File: src/gpio_ports_pkg.sv
package gpio_ports_pkg;

  localparam int ADDR_W = 16;
  localparam int DATA_W = 8;
  localparam int PORT_D_W = 8;
  localparam int PORT_E_W = 5;
  localparam int PORT_F_W = 8;
  localparam int PULL_E_W = 4;
  localparam int REF_W = 3;

  // Register offsets
  localparam logic [15:0] PORT_D_LATCH_ADDR = 16'h0003;
  localparam logic [15:0] PORT_E_LATCH_ADDR = 16'h0008;
  localparam logic [15:0] PORT_F_LATCH_ADDR = 16'h0009;
  localparam logic [15:0] PORT_D_DIR_ADDR = 16'h0007;
  localparam logic [15:0] PORT_E_DIR_ADDR = 16'h000c;
  localparam logic [15:0] PORT_F_DIR_ADDR = 16'h000d;
  localparam logic [15:0] OPTICAL_CTL_ADDR = 16'h000e;

  // Optical control field positions
  localparam int OPT_X_BIT = 0;
  localparam int OPT_Y_BIT = 1;
  localparam int OPT_XREF_LSB = 2;
  localparam int OPT_YREF_LSB = 5;

  // Reset values and unmapped read value
  localparam logic [7:0] DIR_RESET = 8'h00;
  localparam logic [7:0] OPTICAL_RESET = 8'h00;
  localparam logic [7:0] READ_UNMAPPED = 8'h00;

  // Prescaler code that routes port-E pin 0 to the timer clock
  localparam logic [2:0] PRESCALE_EXT_CLK = 3'h7;

  // Slicing reference in mV: base + code * step
  localparam int REF_BASE_MV = 200;
  localparam int REF_STEP_MV = 100;

  typedef struct packed {
    logic [15:0] addr;
    logic [7:0] wdata;
    logic wr;
    logic rd;
  } bus_req_t;

  typedef struct packed {
    logic enable_x;
    logic enable_y;
    logic divider_en;
    logic [2:0] slice_ref_x;
    logic [2:0] slice_ref_y;
  } optical_ctl_t;

  typedef struct packed {
    logic ch1_claim;
    logic ch0_claim;
    logic ch1_out;
    logic ch0_out;
    logic ch1_oe;
    logic ch0_oe;
    logic [2:0] prescaler_select;
  } timer_ctl_t;

endpackage

File: src/gpio_ports_def_optical.sv
// The strobed register port was decided locally.
`timescale 1ns/1ps
// What this block does
// - Reset clears port-D direction; one means output
// - Port-D read: latch if output, else pin
// - Latch writes always land, whatever direction
// - Driver on only when direction bit set, except claimed port-E pins 2,1, which take the timer channel oe
// - Port E: five latch, five direction, reset inputs
// - Port-E read: latch if output, else pin
// - Pins 2,1 become timer channels when claimed
// - Timer pins: direction only picks read source
// - Pin 0 feeds timer clock when selected
// - Port-E pull-ups only while pin is input
// - Port-E key enables route pins to interrupts
// - X enable: optical on pins 0,1, divider
// - Y enable: optical on pins 2,3, divider
// - Reference codes 0..7 give 200..900 mV
// - Port F latch writes land whatever direction; reset keeps
// - Port-F key enables route pins to interrupts
// - Port-F pull-ups only while pin is input
// - Reset leaves port-D latch unchanged
// - Port-D pull-ups follow key interrupt enables
// - Port-F read: latch if output, else pin
// - Reset clears port-F direction
module gpio_ports_def_optical (
  input wire logic core_clk,
  input wire logic rst_b,
  input gpio_ports_pkg::bus_req_t bus_req,
  output logic [7:0] rdata,
  input wire logic [7:0] port_d_in,
  output logic [7:0] port_d_out,
  output logic [7:0] port_d_oe,
  output logic [7:0] port_d_pullup,
  input wire logic [4:0] port_e_in,
  output logic [4:0] port_e_out,
  output logic [4:0] port_e_oe,
  output logic [3:0] port_e_pullup,
  input wire logic [7:0] port_f_in,
  output logic [7:0] port_f_out,
  output logic [7:0] port_f_oe,
  output logic [7:0] port_f_pullup,
  input gpio_ports_pkg::timer_ctl_t timer_ctl,
  output logic timer_channel_0_pin,
  output logic timer_channel_1_pin,
  output logic timer_ext_clock_pin,
  input wire logic [7:0] port_d_key_irq_en,
  input wire logic [3:0] port_e_key_irq_en,
  input wire logic [7:0] port_f_key_irq_en,
  input wire logic [3:0] port_e_pullup_en,
  input wire logic [7:0] port_f_pullup_en,
  output logic [7:0] port_d_key_pins,
  output logic [3:0] port_e_key_pins,
  output logic [7:0] port_f_key_pins,
  output gpio_ports_pkg::optical_ctl_t optical_ctl
);

  logic [7:0] port_d_latch;
  logic [7:0] port_d_direction;
  logic [4:0] port_e_latch;
  logic [4:0] port_e_direction;
  logic [7:0] port_f_latch;
  logic [7:0] port_f_direction;
  logic [7:0] optical_input_control;
  logic [4:0] timer_owned;
  logic [4:0] next_e_out;
  logic [4:0] next_e_oe;
  logic [7:0] next_rdata;

  // Per bit: latch when driven, pin level otherwise
  function automatic logic [7:0] read_mux(input logic [7:0] dir, input logic [7:0] latch,
                                          input logic [7:0] pin);
    read_mux = (dir & latch) | (~dir & pin);
  endfunction

  function automatic logic hit(input logic [15:0] a, input logic [15:0] target);
    hit = (a == target);
  endfunction

  // Latches have no reset so contents survive it
  always_ff @(posedge core_clk) begin
    if (bus_req.wr && hit(bus_req.addr, gpio_ports_pkg::PORT_D_LATCH_ADDR)) begin
      port_d_latch <= bus_req.wdata;
    end
    if (bus_req.wr && hit(bus_req.addr, gpio_ports_pkg::PORT_E_LATCH_ADDR)) begin
      port_e_latch <= bus_req.wdata[4:0];
    end
    if (bus_req.wr && hit(bus_req.addr, gpio_ports_pkg::PORT_F_LATCH_ADDR)) begin
      port_f_latch <= bus_req.wdata;
    end
  end

  always_ff @(posedge core_clk or negedge rst_b) begin
    if (!rst_b) begin
      port_d_direction <= gpio_ports_pkg::DIR_RESET;
      port_e_direction <= gpio_ports_pkg::DIR_RESET[4:0];
      port_f_direction <= gpio_ports_pkg::DIR_RESET;
      optical_input_control <= gpio_ports_pkg::OPTICAL_RESET;
    end else if (bus_req.wr) begin
      if (hit(bus_req.addr, gpio_ports_pkg::PORT_D_DIR_ADDR)) begin
        port_d_direction <= bus_req.wdata;
      end
      if (hit(bus_req.addr, gpio_ports_pkg::PORT_E_DIR_ADDR)) begin
        port_e_direction <= bus_req.wdata[4:0];
      end
      if (hit(bus_req.addr, gpio_ports_pkg::PORT_F_DIR_ADDR)) begin
        port_f_direction <= bus_req.wdata;
      end
      if (hit(bus_req.addr, gpio_ports_pkg::OPTICAL_CTL_ADDR)) begin
        optical_input_control <= bus_req.wdata;
      end
    end
  end

  // Timer ownership of port-E pins
  always_comb begin
    timer_owned = 5'h00;
    timer_owned[2] = timer_ctl.ch1_claim;
    timer_owned[1] = timer_ctl.ch0_claim;
    next_e_out = port_e_latch;
    next_e_oe = port_e_direction;
    if (timer_owned[2]) begin
      next_e_out[2] = timer_ctl.ch1_out;
      next_e_oe[2] = timer_ctl.ch1_oe;
    end
    if (timer_owned[1]) begin
      next_e_out[1] = timer_ctl.ch0_out;
      next_e_oe[1] = timer_ctl.ch0_oe;
    end
  end

  // Pin drive registered, costs one cycle after a write
  always_ff @(posedge core_clk or negedge rst_b) begin
    if (!rst_b) begin
      port_d_out <= 8'h00;
      port_d_oe <= 8'h00;
      port_e_out <= 5'h00;
      port_e_oe <= 5'h00;
      port_f_out <= 8'h00;
      port_f_oe <= 8'h00;
    end else begin
      port_d_out <= port_d_latch;
      port_d_oe <= port_d_direction;
      port_e_out <= next_e_out;
      port_e_oe <= next_e_oe;
      port_f_out <= port_f_latch;
      port_f_oe <= port_f_direction;
    end
  end

  always_ff @(posedge core_clk or negedge rst_b) begin
    if (!rst_b) begin
      port_d_pullup <= 8'h00;
      port_e_pullup <= 4'h0;
      port_f_pullup <= 8'h00;
    end else begin
      port_d_pullup <= port_d_key_irq_en;
      port_e_pullup <= port_e_pullup_en & ~next_e_oe[3:0];
      port_f_pullup <= port_f_pullup_en & ~port_f_direction;
    end
  end

  always_ff @(posedge core_clk or negedge rst_b) begin
    if (!rst_b) begin
      timer_channel_0_pin <= 1'b0;
      timer_channel_1_pin <= 1'b0;
      timer_ext_clock_pin <= 1'b0;
      port_d_key_pins <= 8'h00;
      port_e_key_pins <= 4'h0;
      port_f_key_pins <= 8'h00;
    end else begin
      timer_channel_0_pin <= timer_owned[1] & port_e_in[1];
      timer_channel_1_pin <= timer_owned[2] & port_e_in[2];
      // Pin 0 still serves as general I/O either way
      timer_ext_clock_pin <= (timer_ctl.prescaler_select == gpio_ports_pkg::PRESCALE_EXT_CLK)
                             & port_e_in[0];
      port_d_key_pins <= port_d_key_irq_en & port_d_in;
      port_e_key_pins <= port_e_key_irq_en & port_e_in[3:0];
      port_f_key_pins <= port_f_key_irq_en & port_f_in;
    end
  end

  // Analog side maps code n to 200 mV plus n times 100 mV
  always_ff @(posedge core_clk or negedge rst_b) begin
    if (!rst_b) begin
      optical_ctl <= '0;
    end else begin
      optical_ctl.enable_x <= optical_input_control[gpio_ports_pkg::OPT_X_BIT];
      optical_ctl.enable_y <= optical_input_control[gpio_ports_pkg::OPT_Y_BIT];
      optical_ctl.divider_en <= optical_input_control[gpio_ports_pkg::OPT_X_BIT]
                                | optical_input_control[gpio_ports_pkg::OPT_Y_BIT];
      optical_ctl.slice_ref_x <=
        optical_input_control[gpio_ports_pkg::OPT_XREF_LSB +: 3];
      optical_ctl.slice_ref_y <=
        optical_input_control[gpio_ports_pkg::OPT_YREF_LSB +: 3];
    end
  end

  always_comb begin
    next_rdata = gpio_ports_pkg::READ_UNMAPPED;
    case (bus_req.addr)
      gpio_ports_pkg::PORT_D_LATCH_ADDR: begin
        next_rdata = read_mux(port_d_direction, port_d_latch, port_d_in);
      end
      gpio_ports_pkg::PORT_E_LATCH_ADDR: begin
        // Direction picks source even for timer pins
        next_rdata = read_mux({3'h0, port_e_direction}, {3'h0, port_e_latch},
                              {3'h0, port_e_in});
      end
      gpio_ports_pkg::PORT_F_LATCH_ADDR: begin
        next_rdata = read_mux(port_f_direction, port_f_latch, port_f_in);
      end
      gpio_ports_pkg::PORT_D_DIR_ADDR: begin
        next_rdata = port_d_direction;
      end
      gpio_ports_pkg::PORT_E_DIR_ADDR: begin
        next_rdata = {3'h0, port_e_direction};
      end
      gpio_ports_pkg::PORT_F_DIR_ADDR: begin
        next_rdata = port_f_direction;
      end
      gpio_ports_pkg::OPTICAL_CTL_ADDR: begin
        next_rdata = optical_input_control;
      end
      default: begin
        next_rdata = gpio_ports_pkg::READ_UNMAPPED;
      end
    endcase
  end

  always_ff @(posedge core_clk or negedge rst_b) begin
    if (!rst_b) begin
      rdata <= 8'h00;
    end else if (bus_req.rd) begin
      rdata <= next_rdata;
    end else begin
      rdata <= 8'h00;
    end
  end

endmodule

File: config.mk
export PLATFORM = sky130hd
export DESIGN_NAME = gpio_ports_def_optical
export DESIGN_NICKNAME = d
export VERILOG_FILES = /design/src/gpio_ports_pkg.sv /design/src/gpio_ports_def_optical.sv
export SDC_FILE = /design/constraint.sdc
export NUM_CORES = 1
export LEC_CHECK = 0
export BUFFER_PORTS_ARGS = -buffer_cell sky130_fd_sc_hd__buf_2
export CAP_MARGIN = 20
export CORE_UTILIZATION = 49
export CTS_BUF_LIST = sky130_fd_sc_hd__clkbuf_16
export DETAILED_ROUTE_END_ITERATION = 10
export PLACE_DENSITY = 0.91
export SYNTH_ARGS = -nofsm -noshare
export SYNTH_HDL_FRONTEND = slang
export SYNTH_SLANG_ARGS = --single-unit
export TNS_END_PERCENT = 20
File: constraint.sdc
create_clock -name core_clk -period 1.21 [get_ports core_clk]
set_input_delay 0.121 -clock core_clk [delete_from_list [all_inputs] [get_ports core_clk]]
set_output_delay 0.121 -clock core_clk [all_outputs]
set_load 0.02 [all_outputs]
Word-level counts from Yosys, hierarchy flattened
Cells that the tools add are included.
Operators by class
  bitwise logic cells: 22
  reduce and logical (&&, ||, !) cells: 7
  muxes and demuxes: 6
  equal/unequal tests: 8
Operator list (count)
  $eq 16x4->1 const B: 5
  $and 8x8->8: 7
  $pmux 8 s7: 1
  $eq 16x2->1 const B: 1
  $eq 16x3->1 const B: 1
  $not 8->8: 2
  $or 8x8->8: 2
  $and 4x4->4: 2
  $and 8x5->8: 1
  $mux 8: 1
  $not 5->8: 1
  $or 5x8->8: 1
  $reduce_and 2->1: 4
  $and 5x5->5: 1
  $mux 1: 4
  $not 4->4: 1
  $and 1x1->1: 3
  $eq 3x3->1 const B: 1
  $logic_and 1x1->1: 3
  $or 1x1->1: 1
Word-level totals
  register bits: 152
  output and inout port bits: 102

Logic depth before layout (Yosys ltp)
  depth in word-level cells: 5
  mapped depth: 7

Worst setup path after synthesis
OpenSTA, ideal clock, no wires.
  path kind: input -> register
  start: input port bus_req[15] (netlist bit)
  end: register port_d_latch[0], enable pin
  arrival: 1933 ps
  library setup time: 383 ps
  stages: 5
  setup slack: -1106 ps
  data required time: 827 ps
  path through: or4_1 > buf_2 > or3_4 > buf_6 > nor3_1
Between the ends
  word-level cells in the longest chain between the ends: 2
RTL lines
  start, declared: RTL line gpio_ports_def_optical.sv:28  | input gpio_ports_pkg::bus_req_t bus_req,
  $eq 16x2->1: RTL line gpio_ports_def_optical.sv:76  | hit = (a == target);
  $logic_and 1x1->1: RTL line gpio_ports_def_optical.sv:81  | if (bus_req.wr && hit(bus_req.addr, gpio_ports_pkg::PORT_D_LATCH_ADDR)) begin
  end signal, assigned: RTL line gpio_ports_def_optical.sv:82  | port_d_latch <= bus_req.wdata;
  end, declared: RTL line gpio_ports_def_optical.sv:57  | logic [7:0] port_d_latch;
No other way between the ends.
A chain may end at the register's enable or synchronous reset.

Worst setup path after layout
  start: input port bus_req[16] (netlist bit)
  end: register port_e_direction[1]
Between the ends
  word-level cells in the longest chain between the ends: 2
RTL lines
  $eq 16x4->1: RTL line gpio_ports_def_optical.sv:76
  $reduce_and 2->1 (no line)
  end signal, assigned: RTL line gpio_ports_def_optical.sv:95  | port_e_direction <= gpio_ports_pkg::DIR_RESET[4:0];
  end signal, assigned: RTL line gpio_ports_def_optical.sv:103  | port_e_direction <= bus_req.wdata[4:0];
  end, declared: RTL line gpio_ports_def_optical.sv:60  | logic [4:0] port_e_direction;
No other way between the ends.

==> metrics.md <==
| Metric | Value |
|---|---|
| Netlist area before placement | `about 0.0053 mm²` |
| RSZ-0062 raised after global routing | `yes` |
| Mux contribution to synthesized area | `0.0738` |
| Die span in y | `roughly 110 µm` |
| Final Cycle Share | `1.41` |
| Worst slew pin tran | `441 ps` |
| Vias per std cell | `5.20` |
| Synth top area cells | `dfrtp_1 (62%), edfxtp_1 (12%), mux2_2 (6.0%)` |
| Metal-1 WL | `5.99 mm` |
| Routed WL | `15.4 mm` |
| Final Non-Filler Cells | `805` |
| Post-synthesis adder-cell area fraction | `0` |
| Drt first pass iters | `5` |
| Residual DRC count | `0` |
| P per Cell Area | `1380 mW/mm²` |
| Ys flop type | `dfrtp_1` |
| Distinct cells, synth | `33` |
| Core area | `0.0104 mm²` |
| H-tree depth | `4` |
| Fmax | `0.588 GHz` |
| Final-report hold violation count | `0` |
| Most common cell in the netlist | `dfrtp_1` |
| Hold Slack | `55.6 ps` |
| R2r setup slk | `-150 ps` |
| WL met2 | `8.04 mm` |
| Design Power | `0.0112 W` |
| Largest net degree at the start of global routing | `37` |
| Setup ws final | `-491 ps` |
| Remaining antenna violation count | `0` |
| CTS Buf Count | `17` |
| Initial DRC count | `between 200 and 250` |
| Clock Path Buffers | `2` |
| Starting Density | `0.508` |
| Synth Area in XOR/XNOR | `0` |
| Port bufs | `191` |
| Post-synthesis sequential area ratio | `0.739` |
| Hold Path Sink | `port_d_latch[2]` |
| Site Rows | `37` |
| Synth warn | `0` |
| FILL cells | `578` |
| Cell taking the most area after synthesis | `dfrtp_1` |
| R2R Path Start | `port_d_latch[6]` |
| Die area | `0.0112 mm²` |
| Clock sinks | `152` |
| Post-synth ARST share | `0.862` |
| Cell Area, Placed | `0.00669 mm²` |
| Worst min path class | `input port to flop` |
| Syn_nets | `~440` |
| # placed instances | `between 600 and 700` |
| Post-synth top area share | `0.620` |
| Max cap viols | `0` |
| Seq cells post-synth | `152` |
| Worst Hold Launch | `bus_req[4]` |
| Cell leakage power | `4.14 nW` |
| Worst setup EP type | `flop` |
| Largest family of logic cells by synthesized area | `simple AND/OR/NAND/NOR gates` |
| Syn Inst Count | `345` |
| Grt ovf | `0` |
| CTS tree | `done` |
| Critical Path RT | `1510 ps` |
| Clock Skew | `10.4 ps` |
| Complex-gate fraction of the synthesized area | `0.0681` |
| Crit path DAT | `2000 ps` |
| Final min period | `1700 ps` |
| Area of the multi-input gates | `0.00144 mm²` |
| Endpoints failing setup | `58` |
| Core Util, Final | `0.782` |
| GRT Util Overall | `0.288` |
| WL/cell | `19.2 µm` |
| Fin nets | `approximately 750` |
| Run status | `complete, but fails checks` |
| Placer Congestion | `0.844` |
| Fraction of layout cells with a size suffix above 1 | `0.459` |
| Area Growth Syn to Fin | `54.1%` |
| Reg area | `0.00391 mm²` |
| Worst vdd ir | `0.972 mV` |
| Reg2reg end | `rdata[6]` |
| Nature of the critical path startpoint | `input port` |
| Worst-Skew Late Latency | `420 ps` |
| Worst Path Max Fanout | `5` |
| Routed via count | `around 4200` |
| Hold depth | `1` |
| Design Area, Final | `0.00815 mm²` |
| Met3 Wirelength | `approximately 1 mm` |
| I/O pin cnt | `~190` |
| EDFF count, synth | `21` |
| Post-synth top cells | `dfrtp_1 (131), o21ai_0 (41), mux2_2 (28)` |
| Root buffer cell | `clkbuf_16` |
| Final HPWL DP | `between 9 and 10 mm` |
| Slew margin rel. | `0.702` |
| N_diodes | `0` |
| Max layer used | `met4` |
| Vias in the first global route | `4453` |
| Die Wd | `106 µm` |
| Syn_area_per_cell | `around 15 µm²` |
| Worst r2r path cells | `4` |
| Slew Limit Fails | `0` |
| Reg clk slew, reported paths | `60 ps` |
| Failing checks | `setup timing` |
| Post-synthesis simple-gate area fraction | `0.106` |
| First-pass GRT wire length | `23.5 mm` |
| Critical path type | `input port to flop` |
| Initial antenna violation count | `0` |
==> cell usage in the layout (no fill, tap or decap), drive strengths merged, types with 2 or more instances in the layout <==
cell / instances
clkinvlp: 2
o21ai: 41
buf: 230
a21oi: 5
nand2b: 22
or4: 3
edfxtp: 21
mux2: 33
dlygate4sd3: 68
and2: 22
dfrtp: 131
nor2b: 14
a22oi: 9
nor2: 2
inv: 7
dlymetal6s4s: 4
clkinv: 7
clkbuf: 19
nand2: 2
or3: 2
nand3b: 2
a222oi: 3
nor4: 5
nor3: 5
==> routing by layer <==
layer / up-vias / track usage
met1: 2093 / 0.341
li1: 1841 / -
met4: 0 / 0.127
met2: 217 / 0.498
met3: 35 / 0.0730
met5: - / 0
==> per-stage QoR <==
step                      TNS, ps  setup slack, ps
after floorplan            -48620             -975
after global placement     -44870             -898
after detailed placement   -46770             -920
after CTS                  -17560             -470
after global routing       -21820             -482
final                      -21470             -491
==> where the power goes <==
part	total, W	switching, W	internal (W)
clock network	0.00506	0.00201	0.00305
logic	0.000873	0.000447	0.000427
registers	0.00529	0.0000244	0.00526
==> registers in the layout (all words and copies together), names as in the netlist, 5 cells and up <==
| name | count |
|---|---|
| port_f_out | 8 |
| port_e_out | 5 |
| port_e_oe | 5 |
| port_d_pullup | 8 |
| port_e_direction | 5 |
| port_f_key_pins | 8 |
| port_f_direction | 8 |
| port_f_oe | 8 |
| optical_ctl | 9 |
| optical_input_control | 8 |
| port_f_pullup | 8 |
| port_d_oe | 8 |
| rdata | 8 |
| port_d_key_pins | 8 |
| port_e_latch | 5 |
| port_f_latch | 8 |
| port_d_latch | 8 |
| port_d_out | 8 |
| port_d_direction | 8 |
==> how the worst max path moves through the flow <==
stage / startpoint / to / cells past startpoint
3_3_place_gp: bus_req[23] / port_e_direction[1] / 5
5_1_grt: bus_req[16] / port_e_direction[1] / 5
6_report: bus_req[16] / port_e_direction[1] / 5
2_1_floorplan: bus_req[15] / port_e_direction[0] / 7
4_1_cts: bus_req[16] / port_e_direction[1] / 5
3_5_place_dp: bus_req[23] / port_e_direction[3] / 5
==> cells by family after synthesis <==
family / Yosys count
AOI/OAI and AO/OA: 62
buffers and inverters: 14
muxes: 33
DFF: 152
and+or+nand+nor: 84
==> timing repair <==
item                                    CTS  global route
hold buffers                             72             0
endpoints found under the hold margin   198             0
buffers inserted                          0             2
resized for setup                        18            17
endpoints found under the setup margin   58            62
pin swaps                                 6             5
==> worst max-delay path: stages <==
cell    delay, ps
buf_6          90
or4_4         560
or3_4         470
or3_4         440
mux2_4        320
==> final cells by class <==
cell class,count,area share
inverters,4,0.00184
well taps,136,0.0209
multi-input cells,179,0.176
clock buffers,19,0.0583
clock inverters,13,0.0126
repair buffers,302,0.251
flip-flops and latches,152,0.480
(Power assumes the default switching activity.)
